--- config.mk ---
export PLATFORM = sky130hd
export DESIGN_NAME = hes_host_error_status_bank
export DESIGN_NICKNAME = d
export VERILOG_FILES = /design/src/hw/hes_pkg.sv /design/src/hw/hes_host_error_status_bank.sv
export SDC_FILE = /design/constraint.sdc
export NUM_CORES = 1
export LEC_CHECK = 0
export ABC_AREA = 1
export BUFFER_PORTS_ARGS = -buffer_cell sky130_fd_sc_hd__buf_4
export CAP_MARGIN = 10
export CORE_MARGIN = 3
export CORE_UTILIZATION = 40
export DETAILED_ROUTE_END_ITERATION = 7
export PLACE_DENSITY = 0.81
export SETUP_SLACK_MARGIN = 0.2
export SYNTH_ARGS = -nofsm -noshare
export SYNTH_HDL_FRONTEND = slang
export SYNTH_SLANG_ARGS = --single-unit
export TNS_END_PERCENT = 5
--- constraint.sdc ---
create_clock -name sys_clk -period 1 [get_ports sys_clk]
set_clock_uncertainty 0.2 [all_clocks]
set_input_delay 0 -clock sys_clk [delete_from_list [all_inputs] [get_ports sys_clk]]
set_output_delay 0 -clock sys_clk [all_outputs]
set_load 0.005 [all_outputs]
--- src/hw/hes_pkg.sv ---
// Constants shared by the host error status bank
package hes_pkg;

    // ==========================================================
    // Register offsets
    localparam logic [7:0] FAN_TACH_ERROR_FLAGS_OFS       = 8'h47;
    localparam logic [7:0] HOST_ZONE_REGULATOR_ERRORS_OFS = 8'h48;
    localparam logic [7:0] HOST_VOLTAGE_ERRORS_LOW_OFS    = 8'h49;
    localparam logic [7:0] HOST_VOLTAGE_ERRORS_HIGH_OFS   = 8'h4a;

    // ==========================================================
    // Reset values
    localparam logic [7:0] STATUS_RESET = 8'h00;
    localparam logic [7:0] READ_UNMAPPED = 8'h00;

    // ==========================================================
    // Implemented bit positions of each status register
    localparam logic [7:0] FAN_IMPL_BITS   = 8'h0f;
    localparam logic [7:0] ZONE_IMPL_BITS  = 8'h1f;
    localparam logic [7:0] VLOW_IMPL_BITS  = 8'h47;
    localparam logic [7:0] VHIGH_IMPL_BITS = 8'hf1;

    // ==========================================================
    // Field positions
    localparam int ZONE_REG_HOT_BIT = 4;
    localparam int VLOW_V4_BIT      = 6;
    localparam int VHIGH_V5_BIT     = 0;
    localparam int VHIGH_V13_BIT    = 4;
    localparam int VHIGH_V15_BIT    = 6;
    localparam int VHIGH_V16_BIT    = 7;

    // ==========================================================
    // Sleep state encoding
    typedef enum logic [1:0] {
        HES_SLEEP_S0  = 2'h0,
        HES_SLEEP_S1  = 2'h1,
        HES_SLEEP_S3  = 2'h2,
        HES_SLEEP_S45 = 2'h3
    } hes_sleep_t;

    // ==========================================================
    // Pin synchroniser depth
    localparam int PIN_SYNC_STAGES = 3;

endpackage

--- src/hw/hes_host_error_status_bank.sv ---
// Sticky host error status bank with sleep-state masking and write-one-to-clear
`timescale 1ns/100ps
`default_nettype none

module hes_host_error_status_bank (
    // Clock and reset
    input  wire logic                 sys_clk,
    input  wire logic                 rst_n,
    // Register port
    input  wire logic [7:0]           regAddr,
    input  wire logic                 regWrEn,
    input  wire logic [7:0]           regWrData,
    output logic      [7:0]           regRdData,
    // Sleep state and optional mask enables
    input  wire hes_pkg::hes_sleep_t  sleepState,
    input  wire logic [3:0]           optMaskS1,
    input  wire logic [7:0]           optMaskS3,
    input  wire logic [3:0]           optMaskS45,
    // Error events
    input  wire logic [3:0]           tachOverLimit,
    input  wire logic [3:0]           thermalZoneOutOfRange,
    input  wire logic                 regulatorHotInput_n,
    input  wire logic [3:0]           voltageLowOutOfRange,
    input  wire logic [4:0]           voltageHighOutOfRange,
    input  wire logic                 throttleUserLimitFlag,
    // Status outputs
    output logic                      hostErr,
    output logic [7:0]                fanTachErrorFlags,
    output logic [7:0]                hostZoneRegulatorErrors,
    output logic [7:0]                hostVoltageErrorsLow,
    output logic [7:0]                hostVoltageErrorsHigh
);
    import hes_pkg::*;

    // ==========================================================
    // Next status value for one register
    function automatic logic [7:0] statusNext(
        input logic [7:0] cur,
        input logic [7:0] cond,
        input logic [7:0] mask,
        input logic       wrHit,
        input logic [7:0] wrData,
        input logic [7:0] impl
    );
        logic [7:0] clr;
        clr = wrHit ? (wrData & ~cond) : 8'h00;
        statusNext = ((cur & ~clr) | (cond & ~mask)) & impl;
    endfunction

    // ==========================================================
    // Write strobe aimed at one register offset
    function automatic logic addrHit(
        input logic       wrEn,
        input logic [7:0] addr,
        input logic [7:0] ofs
    );
        addrHit = wrEn && (addr == ofs);
    endfunction

    // ==========================================================
    // Two optional mask bits picked by the current deep sleep state
    function automatic logic [1:0] optPick(
        input logic       deepS3,
        input logic [1:0] enS3,
        input logic       deepS45,
        input logic [1:0] enS45
    );
        optPick = ({2{deepS3}} & enS3) | ({2{deepS45}} & enS45);
    endfunction

    // ==========================================================
    // Regulator hot pin synchroniser
    // Three stages keep a metastable first stage away from the status logic
    logic [PIN_SYNC_STAGES-1:0] regHotSync_r;
    logic                       regHot_r;
    logic                       regHot_nxt;

    // Active-low pin inverted; level accepted once stages two and three agree
    assign regHot_nxt = (regHotSync_r[1] == regHotSync_r[2]) ? regHotSync_r[2] : regHot_r;

    always_ff @(posedge sys_clk) begin
        if (!rst_n) begin
            regHotSync_r <= '0;
            regHot_r     <= 1'b0;
        end else begin
            regHotSync_r <= {regHotSync_r[PIN_SYNC_STAGES-2:0], ~regulatorHotInput_n};
            regHot_r     <= regHot_nxt;
        end
    end

    // ==========================================================
    // Sleep state decode
    wire logic inS1;
    wire logic inS3;
    wire logic inS45;

    assign inS1  = (sleepState == HES_SLEEP_S1);
    assign inS3  = (sleepState == HES_SLEEP_S3);
    assign inS45 = (sleepState == HES_SLEEP_S45);

    wire logic hardMask;
    assign hardMask = inS3 | inS45;

    // ==========================================================
    // Event vectors in register bit order
    wire logic [7:0] fanCond;
    wire logic [7:0] zoneCond;
    wire logic [7:0] vLowCond;
    wire logic [7:0] vHighCond;

    assign fanCond   = {4'h0, tachOverLimit};
    assign zoneCond[3:0]              = thermalZoneOutOfRange;
    assign zoneCond[ZONE_REG_HOT_BIT] = regHot_r;
    assign zoneCond[7:5]              = 3'h0;
    // voltages 1-3 on bits 0-2, voltage 4 on bit 6
    assign vLowCond[2:0]              = voltageLowOutOfRange[2:0];
    assign vLowCond[5:3]              = 3'h0;
    assign vLowCond[VLOW_V4_BIT]      = voltageLowOutOfRange[3];
    assign vLowCond[7]                = 1'b0;
    assign vHighCond[VHIGH_V5_BIT]    = voltageHighOutOfRange[0];
    assign vHighCond[3:1]             = 3'h0;
    assign vHighCond[VHIGH_V16_BIT:VHIGH_V13_BIT] = voltageHighOutOfRange[4:1];

    // ==========================================================
    // Mask vectors, one for a masked bit
    wire logic [7:0] fanMask;
    wire logic [7:0] zoneMask;
    wire logic [7:0] vLowMask;
    wire logic [7:0] vHighMask;
    wire logic [1:0] zoneOptMask;
    wire logic [1:0] vOptMask;

    // optional in S1 and S3, forced in S4/5
    assign fanMask = {4'h0, ({4{inS1}} & optMaskS1) | ({4{inS3}} & optMaskS3[3:0])
                     | {4{inS45}}};

    // zone 1/2 optional in S3 and S4/5
    assign zoneOptMask = optPick(inS3, optMaskS3[5:4], inS45, optMaskS45[1:0]);
    assign zoneMask[1:0]              = zoneOptMask;
    assign zoneMask[3:2]              = 2'h0;
    // regulator hot forced in S3 and S4/5
    assign zoneMask[ZONE_REG_HOT_BIT] = hardMask;
    assign zoneMask[7:5]              = 3'h0;

    // low voltage events forced in S3 and S4/5
    assign vLowMask = {8{hardMask}};

    // voltages 13/14 optional, voltages 5 and 15 forced
    assign vOptMask = optPick(inS3, optMaskS3[7:6], inS45, optMaskS45[3:2]);
    assign vHighMask[VHIGH_V15_BIT-1:VHIGH_V13_BIT] = vOptMask;
    assign vHighMask[VHIGH_V15_BIT]                 = hardMask;
    assign vHighMask[VHIGH_V5_BIT]                  = hardMask;
    assign vHighMask[3:1]                           = 3'h0;
    assign vHighMask[VHIGH_V16_BIT]                 = 1'b0;

    // ==========================================================
    // Write decode
    wire logic wrFan;
    wire logic wrZone;
    wire logic wrVLow;
    wire logic wrVHigh;

    // write hits select the one-to-clear path
    assign wrFan   = addrHit(regWrEn, regAddr, FAN_TACH_ERROR_FLAGS_OFS);
    assign wrZone  = addrHit(regWrEn, regAddr, HOST_ZONE_REGULATOR_ERRORS_OFS);
    assign wrVLow  = addrHit(regWrEn, regAddr, HOST_VOLTAGE_ERRORS_LOW_OFS);
    assign wrVHigh = addrHit(regWrEn, regAddr, HOST_VOLTAGE_ERRORS_HIGH_OFS);

    // ==========================================================
    // Status registers
    logic [7:0] fan_r;
    logic [7:0] zone_r;
    logic [7:0] vLow_r;
    logic [7:0] vHigh_r;
    wire logic [7:0] fan_nxt;
    wire logic [7:0] zone_nxt;
    wire logic [7:0] vLow_nxt;
    wire logic [7:0] vHigh_nxt;

    // sticky set on unmasked event; set wins over clear
    // clear blocked while the condition stands
    assign fan_nxt   = statusNext(fan_r, fanCond, fanMask, wrFan, regWrData, FAN_IMPL_BITS);
    assign zone_nxt  = statusNext(zone_r, zoneCond, zoneMask, wrZone, regWrData,
                                  ZONE_IMPL_BITS);
    assign vLow_nxt  = statusNext(vLow_r, vLowCond, vLowMask, wrVLow, regWrData,
                                  VLOW_IMPL_BITS);
    assign vHigh_nxt = statusNext(vHigh_r, vHighCond, vHighMask, wrVHigh, regWrData,
                                  VHIGH_IMPL_BITS);

    always_ff @(posedge sys_clk) begin
        if (!rst_n) begin
            fan_r <= STATUS_RESET;
        end else begin
            fan_r <= fan_nxt;
        end
    end

    always_ff @(posedge sys_clk) begin
        if (!rst_n) begin
            zone_r <= STATUS_RESET;
        end else begin
            zone_r <= zone_nxt;
        end
    end

    always_ff @(posedge sys_clk) begin
        if (!rst_n) begin
            vLow_r <= STATUS_RESET;
        end else begin
            vLow_r <= vLow_nxt;
        end
    end

    always_ff @(posedge sys_clk) begin
        if (!rst_n) begin
            vHigh_r <= STATUS_RESET;
        end else begin
            vHigh_r <= vHigh_nxt;
        end
    end

    // ==========================================================
    // Read mux and summary flag
    // Read data is registered, so it follows regAddr one cycle late
    logic [7:0] rdMux;

    always_comb begin
        case (regAddr)
            FAN_TACH_ERROR_FLAGS_OFS:       rdMux = fan_r;
            HOST_ZONE_REGULATOR_ERRORS_OFS: rdMux = zone_r;
            HOST_VOLTAGE_ERRORS_LOW_OFS:    rdMux = vLow_r;
            HOST_VOLTAGE_ERRORS_HIGH_OFS:   rdMux = vHigh_r;
            default:                        rdMux = READ_UNMAPPED;
        endcase
    end

    wire logic anyStatus;
    wire logic hostErr_nxt;
    // any set bit raises the summary
    assign anyStatus   = (|fan_r) | (|zone_r) | (|vLow_r) | (|vHigh_r);
    // fixed throttle bits have no input here
    assign hostErr_nxt = anyStatus | throttleUserLimitFlag;

    logic [7:0] rdData_r;
    logic       hostErr_r;

    always_ff @(posedge sys_clk) begin
        if (!rst_n) begin
            rdData_r <= READ_UNMAPPED;
        end else begin
            rdData_r <= rdMux;
        end
    end

    always_ff @(posedge sys_clk) begin
        if (!rst_n) begin
            hostErr_r <= 1'b0;
        end else begin
            hostErr_r <= hostErr_nxt;
        end
    end

    assign regRdData               = rdData_r;
    assign hostErr                 = hostErr_r;
    assign fanTachErrorFlags       = fan_r;
    assign hostZoneRegulatorErrors = zone_r;
    assign hostVoltageErrorsLow    = vLow_r;
    assign hostVoltageErrorsHigh   = vHigh_r;

endmodule

`default_nettype wire

## Yosys cells after proc, flatten, opt, wreduce, memory -nomap -nowiden

Cells that the tools add are included.

| cells by class | value |
|---|---|
| reductions and logical operators | 8 |
| equal/unequal tests | 8 |
| muxes and demuxes | 5 |
| bitwise gates (word level) | 44 |

Operator list:

| operator | count |
|---|---|
| $eq 8x7->1 const B | 4 |
| $pmux 8 s4 | 1 |
| $reduce_or 8->1 | 4 |
| $and 8x8->8 | 3 |
| $and 7x7->7 | 3 |
| $not 7->7 | 3 |
| $and 4x4->4 | 5 |
| $not 8->8 | 2 |
| $and 5x5->5 | 3 |
| $not 5->5 | 3 |
| $not 4->4 | 3 |
| $or 4x4->4 | 3 |
| $and 2x2->2 | 4 |
| $mux 8 | 1 |
| $not 7->8 | 1 |
| $or 8x8->8 | 1 |
| $mux 7 | 1 |
| $or 7x7->7 | 1 |
| $mux 5 | 1 |
| $or 1x1->1 | 5 |
| $or 5x5->5 | 1 |
| $eq 2x2->1 const B | 2 |
| $logic_and 1x1->1 | 4 |
| $mux 4 | 1 |
| 4 further kinds | 5 |

| word-level totals | value |
|---|---|
| bits of input ports | 56 |
| output and inout port bits | 41 |
| word-level logic and storage cells | 74 |
| register bits after elaboration | 34 |

## Logic depth before layout (Yosys ltp)

| depth | value |
|---|---|
| word-level depth | 7 |
| gate-level depth with buffers | 8 |
| depth with buffers taken out | 7 |

## Worst setup path after synthesis

Ideal clock, no wire load.

| timing | value |
|---|---|
| path kind | register to register |
| start point | register vLow_r[2], in the netlist hostVoltageErrorsLow[2] |
| end point | register hostErr_r, in the netlist hostErr |
| path slack | -0.030 ns |
| path buffers | 0 |
| arrival | 0.721 ns |
| required time | 0.690 ns |
| library setup time | 0.110 ns |
| cell stages (with the launch flop) | 7 |
| period minus slack after synthesis | 1.030 ns |
| cell sequence | dfxtp_1 nor2_1 nand3_1 nor2_1 nand3_1 nand2_1 inv_1 |

| on the way | value |
|---|---|
| word-level cells in the longest chain between the ends | 4 |

Ends and longest elaborated chain:

| element | RTL line | source |
|---|---|---|
| from (decl) | hes_host_error_status_bank.sv:173 | `logic [7:0] vLow_r;` |
| from (signal assigned) | hes_host_error_status_bank.sv:210 | `vLow_r <= vLow_nxt;` |
| $reduce_or 8->1 | hes_host_error_status_bank.sv:240 | `assign anyStatus = (\|fan_r) \| (\|zone_r) \| (\|vLow_r) \| (\|vHigh_r);` |
| $or 1x1->1 (2 in a row) | hes_host_error_status_bank.sv:240 |  |
| $or 1x1->1 | hes_host_error_status_bank.sv:242 | `assign hostErr_nxt = anyStatus \| throttleUserLimitFlag;` |
| to (signal assigned) | hes_host_error_status_bank.sv:259 | `hostErr_r <= hostErr_nxt;` |
| to (decl) | hes_host_error_status_bank.sv:245 | `logic hostErr_r;` |

No other way between the ends.
A chain may end at the register's enable or synchronous reset.

## Worst setup path after layout

Ends and elaborated chain as after synthesis.

==> key figures <==
Status
  • Status: finished with violations
  • Failing checks: negative hold slack, negative setup slack

Floorplanning
  • DIE WIDTH: about 72 um
  • Die ar.: 5180 um^2
  • FP Rows: 23
  • Ports: a little under 100
  • Initial core utilization: 0.426
  • Core area: 4090 um^2
  • Chip height: 72.0 um

Clock network
  • CTS tree: done
  • Clk pin slew, worst setup/hold paths: 0.07 ns
  • Root Buffer: clkbuf_8
  • Post-CTS Hold Buffers: 13
  • Worst-Skew Late Latency: 0.29 ns
  • Clk buf depth: 2
  • CTS buffer count: 5
  • Max H-tree Level: 2
  • Clk sinks: 31

Worst setup path
  • Startpoint Class: flip-flop
  • Data required, critical path: 0.98 ns
  • CP Buf/Inv Count: 1
  • Critical Path End Type: flip-flop
  • Most used cell, CP: nand3_1
  • Critical path peak fanout: 2
  • Worst path slowest cell: dfxtp_2
  • CP Class: flip-flop to flip-flop
  • Worst Path Arrival: 1.24 ns
  • Ordered list of cells on the worst path: nor2_2, nand3_1, nor2_1, nand3_1, nand2_1, inv_1
  • Family with the most delay on the worst path: simple AND/OR/NAND/NOR gates
  • CP max stage delay: around 0.33 ns

Detailed routing
  • Via Count: 2310
  • Pre-antenna DRT Iters: 5
  • Detailed Route Iter0 Violations: 226
  • DR vias/cell: 5.26
  • Post-DR wirelength/cell: 16.9 um
  • Final wirelength: approximately 7400 um
  • Residual DRC: 0
  • Antenna Nets Post-Route: 0

Logic synthesis
  • Distinct cell type count after synthesis: 23
  • #FFs+latches synth: 31
  • Asr flop ratio synth: 0
  • Cells after synthesis: 259
  • Post-synth top area share: 0.356
  • Synth top area cells: dfxtp_1 (36%), nand2_1 (11%), inv_1 (8.8%)
  • Mux cell area share after synthesis: 0
  • Most frequent cell after synthesis: nand2_1
  • Area share of and/or/nand/nor cells after synthesis: 0.345
  • Yosys top cell by area: dfxtp_1
  • Largest family of logic cells by synthesized area: simple AND/OR/NAND/NOR gates
  • YS warnings: 0
  • Post-synth EDFFs: 0
  • Compound-cell area share of the yosys netlist: 0.112
  • Synthesized area: around 1700 um^2
  • Top cells by count, synth: nand2_1 (50), inv_1 (41), dfxtp_1 (31)
  • Post-Synth Adder-Cell Area: 0
  • Syn_area_per_cell: 6.72 um^2
  • Post-synth top flop: dfxtp_1
  • Sequential fraction of the synthesis area: 0.356
  • XOR/XNOR Fraction of Synth Area: 0

Placed design
  • # port buffers: just over 80
  • Detailed placement HPWL: 4260 um
  • Placed Area: ~2600 um^2
  • Pre-CTS setup slack: -0.171 ns
  • GP Congestion: 0.850

Layout
  • Fin nets: 444
  • Share of post-route cells with drive strength above 1: 0.535
  • Diodes inserted: 0
  • Design area: ~3200 um^2
  • Util after Layout: 0.787
  • Layout area overhead: 84.7%

GRT
  • Vias in the first global route: 2120
  • Initial antenna violation count: 0
  • First-pass GRT wire length: between 9000 and 10000 um
  • Largest net degree at the start of global routing: 21
  • Total GRT Usage: 0.247
  • GR Overflow Total: 0

Timing
  • Worst Hold Slack: -0.268 ns
  • Final worst setup slack: -0.255 ns
  • Final Cycle Share: 1.25
  • RSZ-0062 raised after global routing: true
  • Peak Freq: 797 MHz
  • Min Tclk post-route: ~1.3 ns
  • Final hold vios: 31
  • Setup Viol. Count Final: 27
  • Max Transition Viols Final: 0

Power and ir drop
  • Max IR drop VDD: 0.886 mV
  • Pwr dens: approximately 1100 nW/um^2
  • LEAKAGE: ~1.6 nW

Worst hold path
  • Hold WC Path Type: input pin to flip-flop

Job
  • Max-cap violation count: 0
## layout by cell type, fill, tap and decap left out, types with 13 or more instances in the layout
master / synthesis / routed
nand2_1: 50 / 37
buf_6: 1 / 40
nand3_1: 26 / 22
a21oi_2: 0 / 13
dlygate4sd3_1: 0 / 13
inv_1: 41 / 30
nand4_1: 17 / 17
nor2_1: 16 / 14
buf_4: 15 / 76
conb_1: 1 / 14
dfxtp_2: 0 / 20
## power breakdown
group | total (mW) | internal (mW) | switching [mW]
registers | 1.36 | 1.30 | 0.0537
clock network | 1.31 | 0.806 | 0.506
logic | 0.967 | 0.527 | 0.440
## worst paths after layout
check | depth (start not counted) | endpoint | start | slack (ns)
max reg2reg | 6 | hostErr | hostVoltageErrorsLow[2] | -0.25
max | 6 | hostErr | hostVoltageErrorsLow[2] | -0.25
min | 3 | hostVoltageErrorsHigh[7] | voltageHighOutOfRange[4] | -0.27
min reg2reg | 2 | regHotSync_r[1] | regHotSync_r[0] | 0.23
## cell type report
class / instances / area (um^2)
repair buffers: 133 / 1230
multi-input cells: 174 / 997
fillers: 279 / 870
flip-flops and latches: 31 / 649
inverters: 43 / 164
clock buffers: 6 / 82.6
well taps: 50 / 62.6
clock inverters: 2 / 35.0
## metrics by stage
| step | std cells | TNS (ns) | total power, mW |
|---|---|---|---|
| 2_1_floorplan | 272 | -0.0127 | 1.66 |
| 3_3_place_gp | 416 | -2.15 | 2.06 |
| 3_5_place_dp | 416 | -3.05 | 2.07 |
| 4_1_cts | 437 | -1.27 | 3.44 |
| 5_1_grt | 439 | -2.42 | 3.74 |
| 6_report | 439 | -1.72 | 3.64 |
## repair_timing
item | in CTS | in global routing
buffers inserted | 0 | 2
pin swaps | 10 | 24
setup endpoints to repair | 55 | 55
endpoints found under the hold margin | 29 | 27
resized for setup | 33 | 86
## cells by family after synthesis
family / count (synthesis)
buffers and inverters: 67
and+or+nand+nor: 121
AOI/OAI and AO/OA: 39
DFF: 31
other: 1
## sequential cells by signal (all words and copies together), names as in the netlist
name and flops:
hostZoneRegulatorErrors 5, regHot_r 1, hostVoltageErrorsHigh 5, regHotSync_r 3, hostErr 1, regRdData 8
fanTachErrorFlags 4, hostVoltageErrorsLow 4
## per-layer routing
metal  wire (um)  GRT usage  share of wire
met5           0          0              0
met4         407      0.132          0.055
met3         603     0.0457          0.081
met2        3760      0.431           0.51
met1        2670      0.286           0.36
## worst reg2reg max path, stage by stage (launching register included)
cell and delay [ns]:
dfxtp_2 0.33, nor2_2 0.10, nand3_1 0.09, nor2_1 0.14
nand3_1 0.11, nand2_1 0.11, inv_1 0.07
Power figures use the tool's default switching activity.
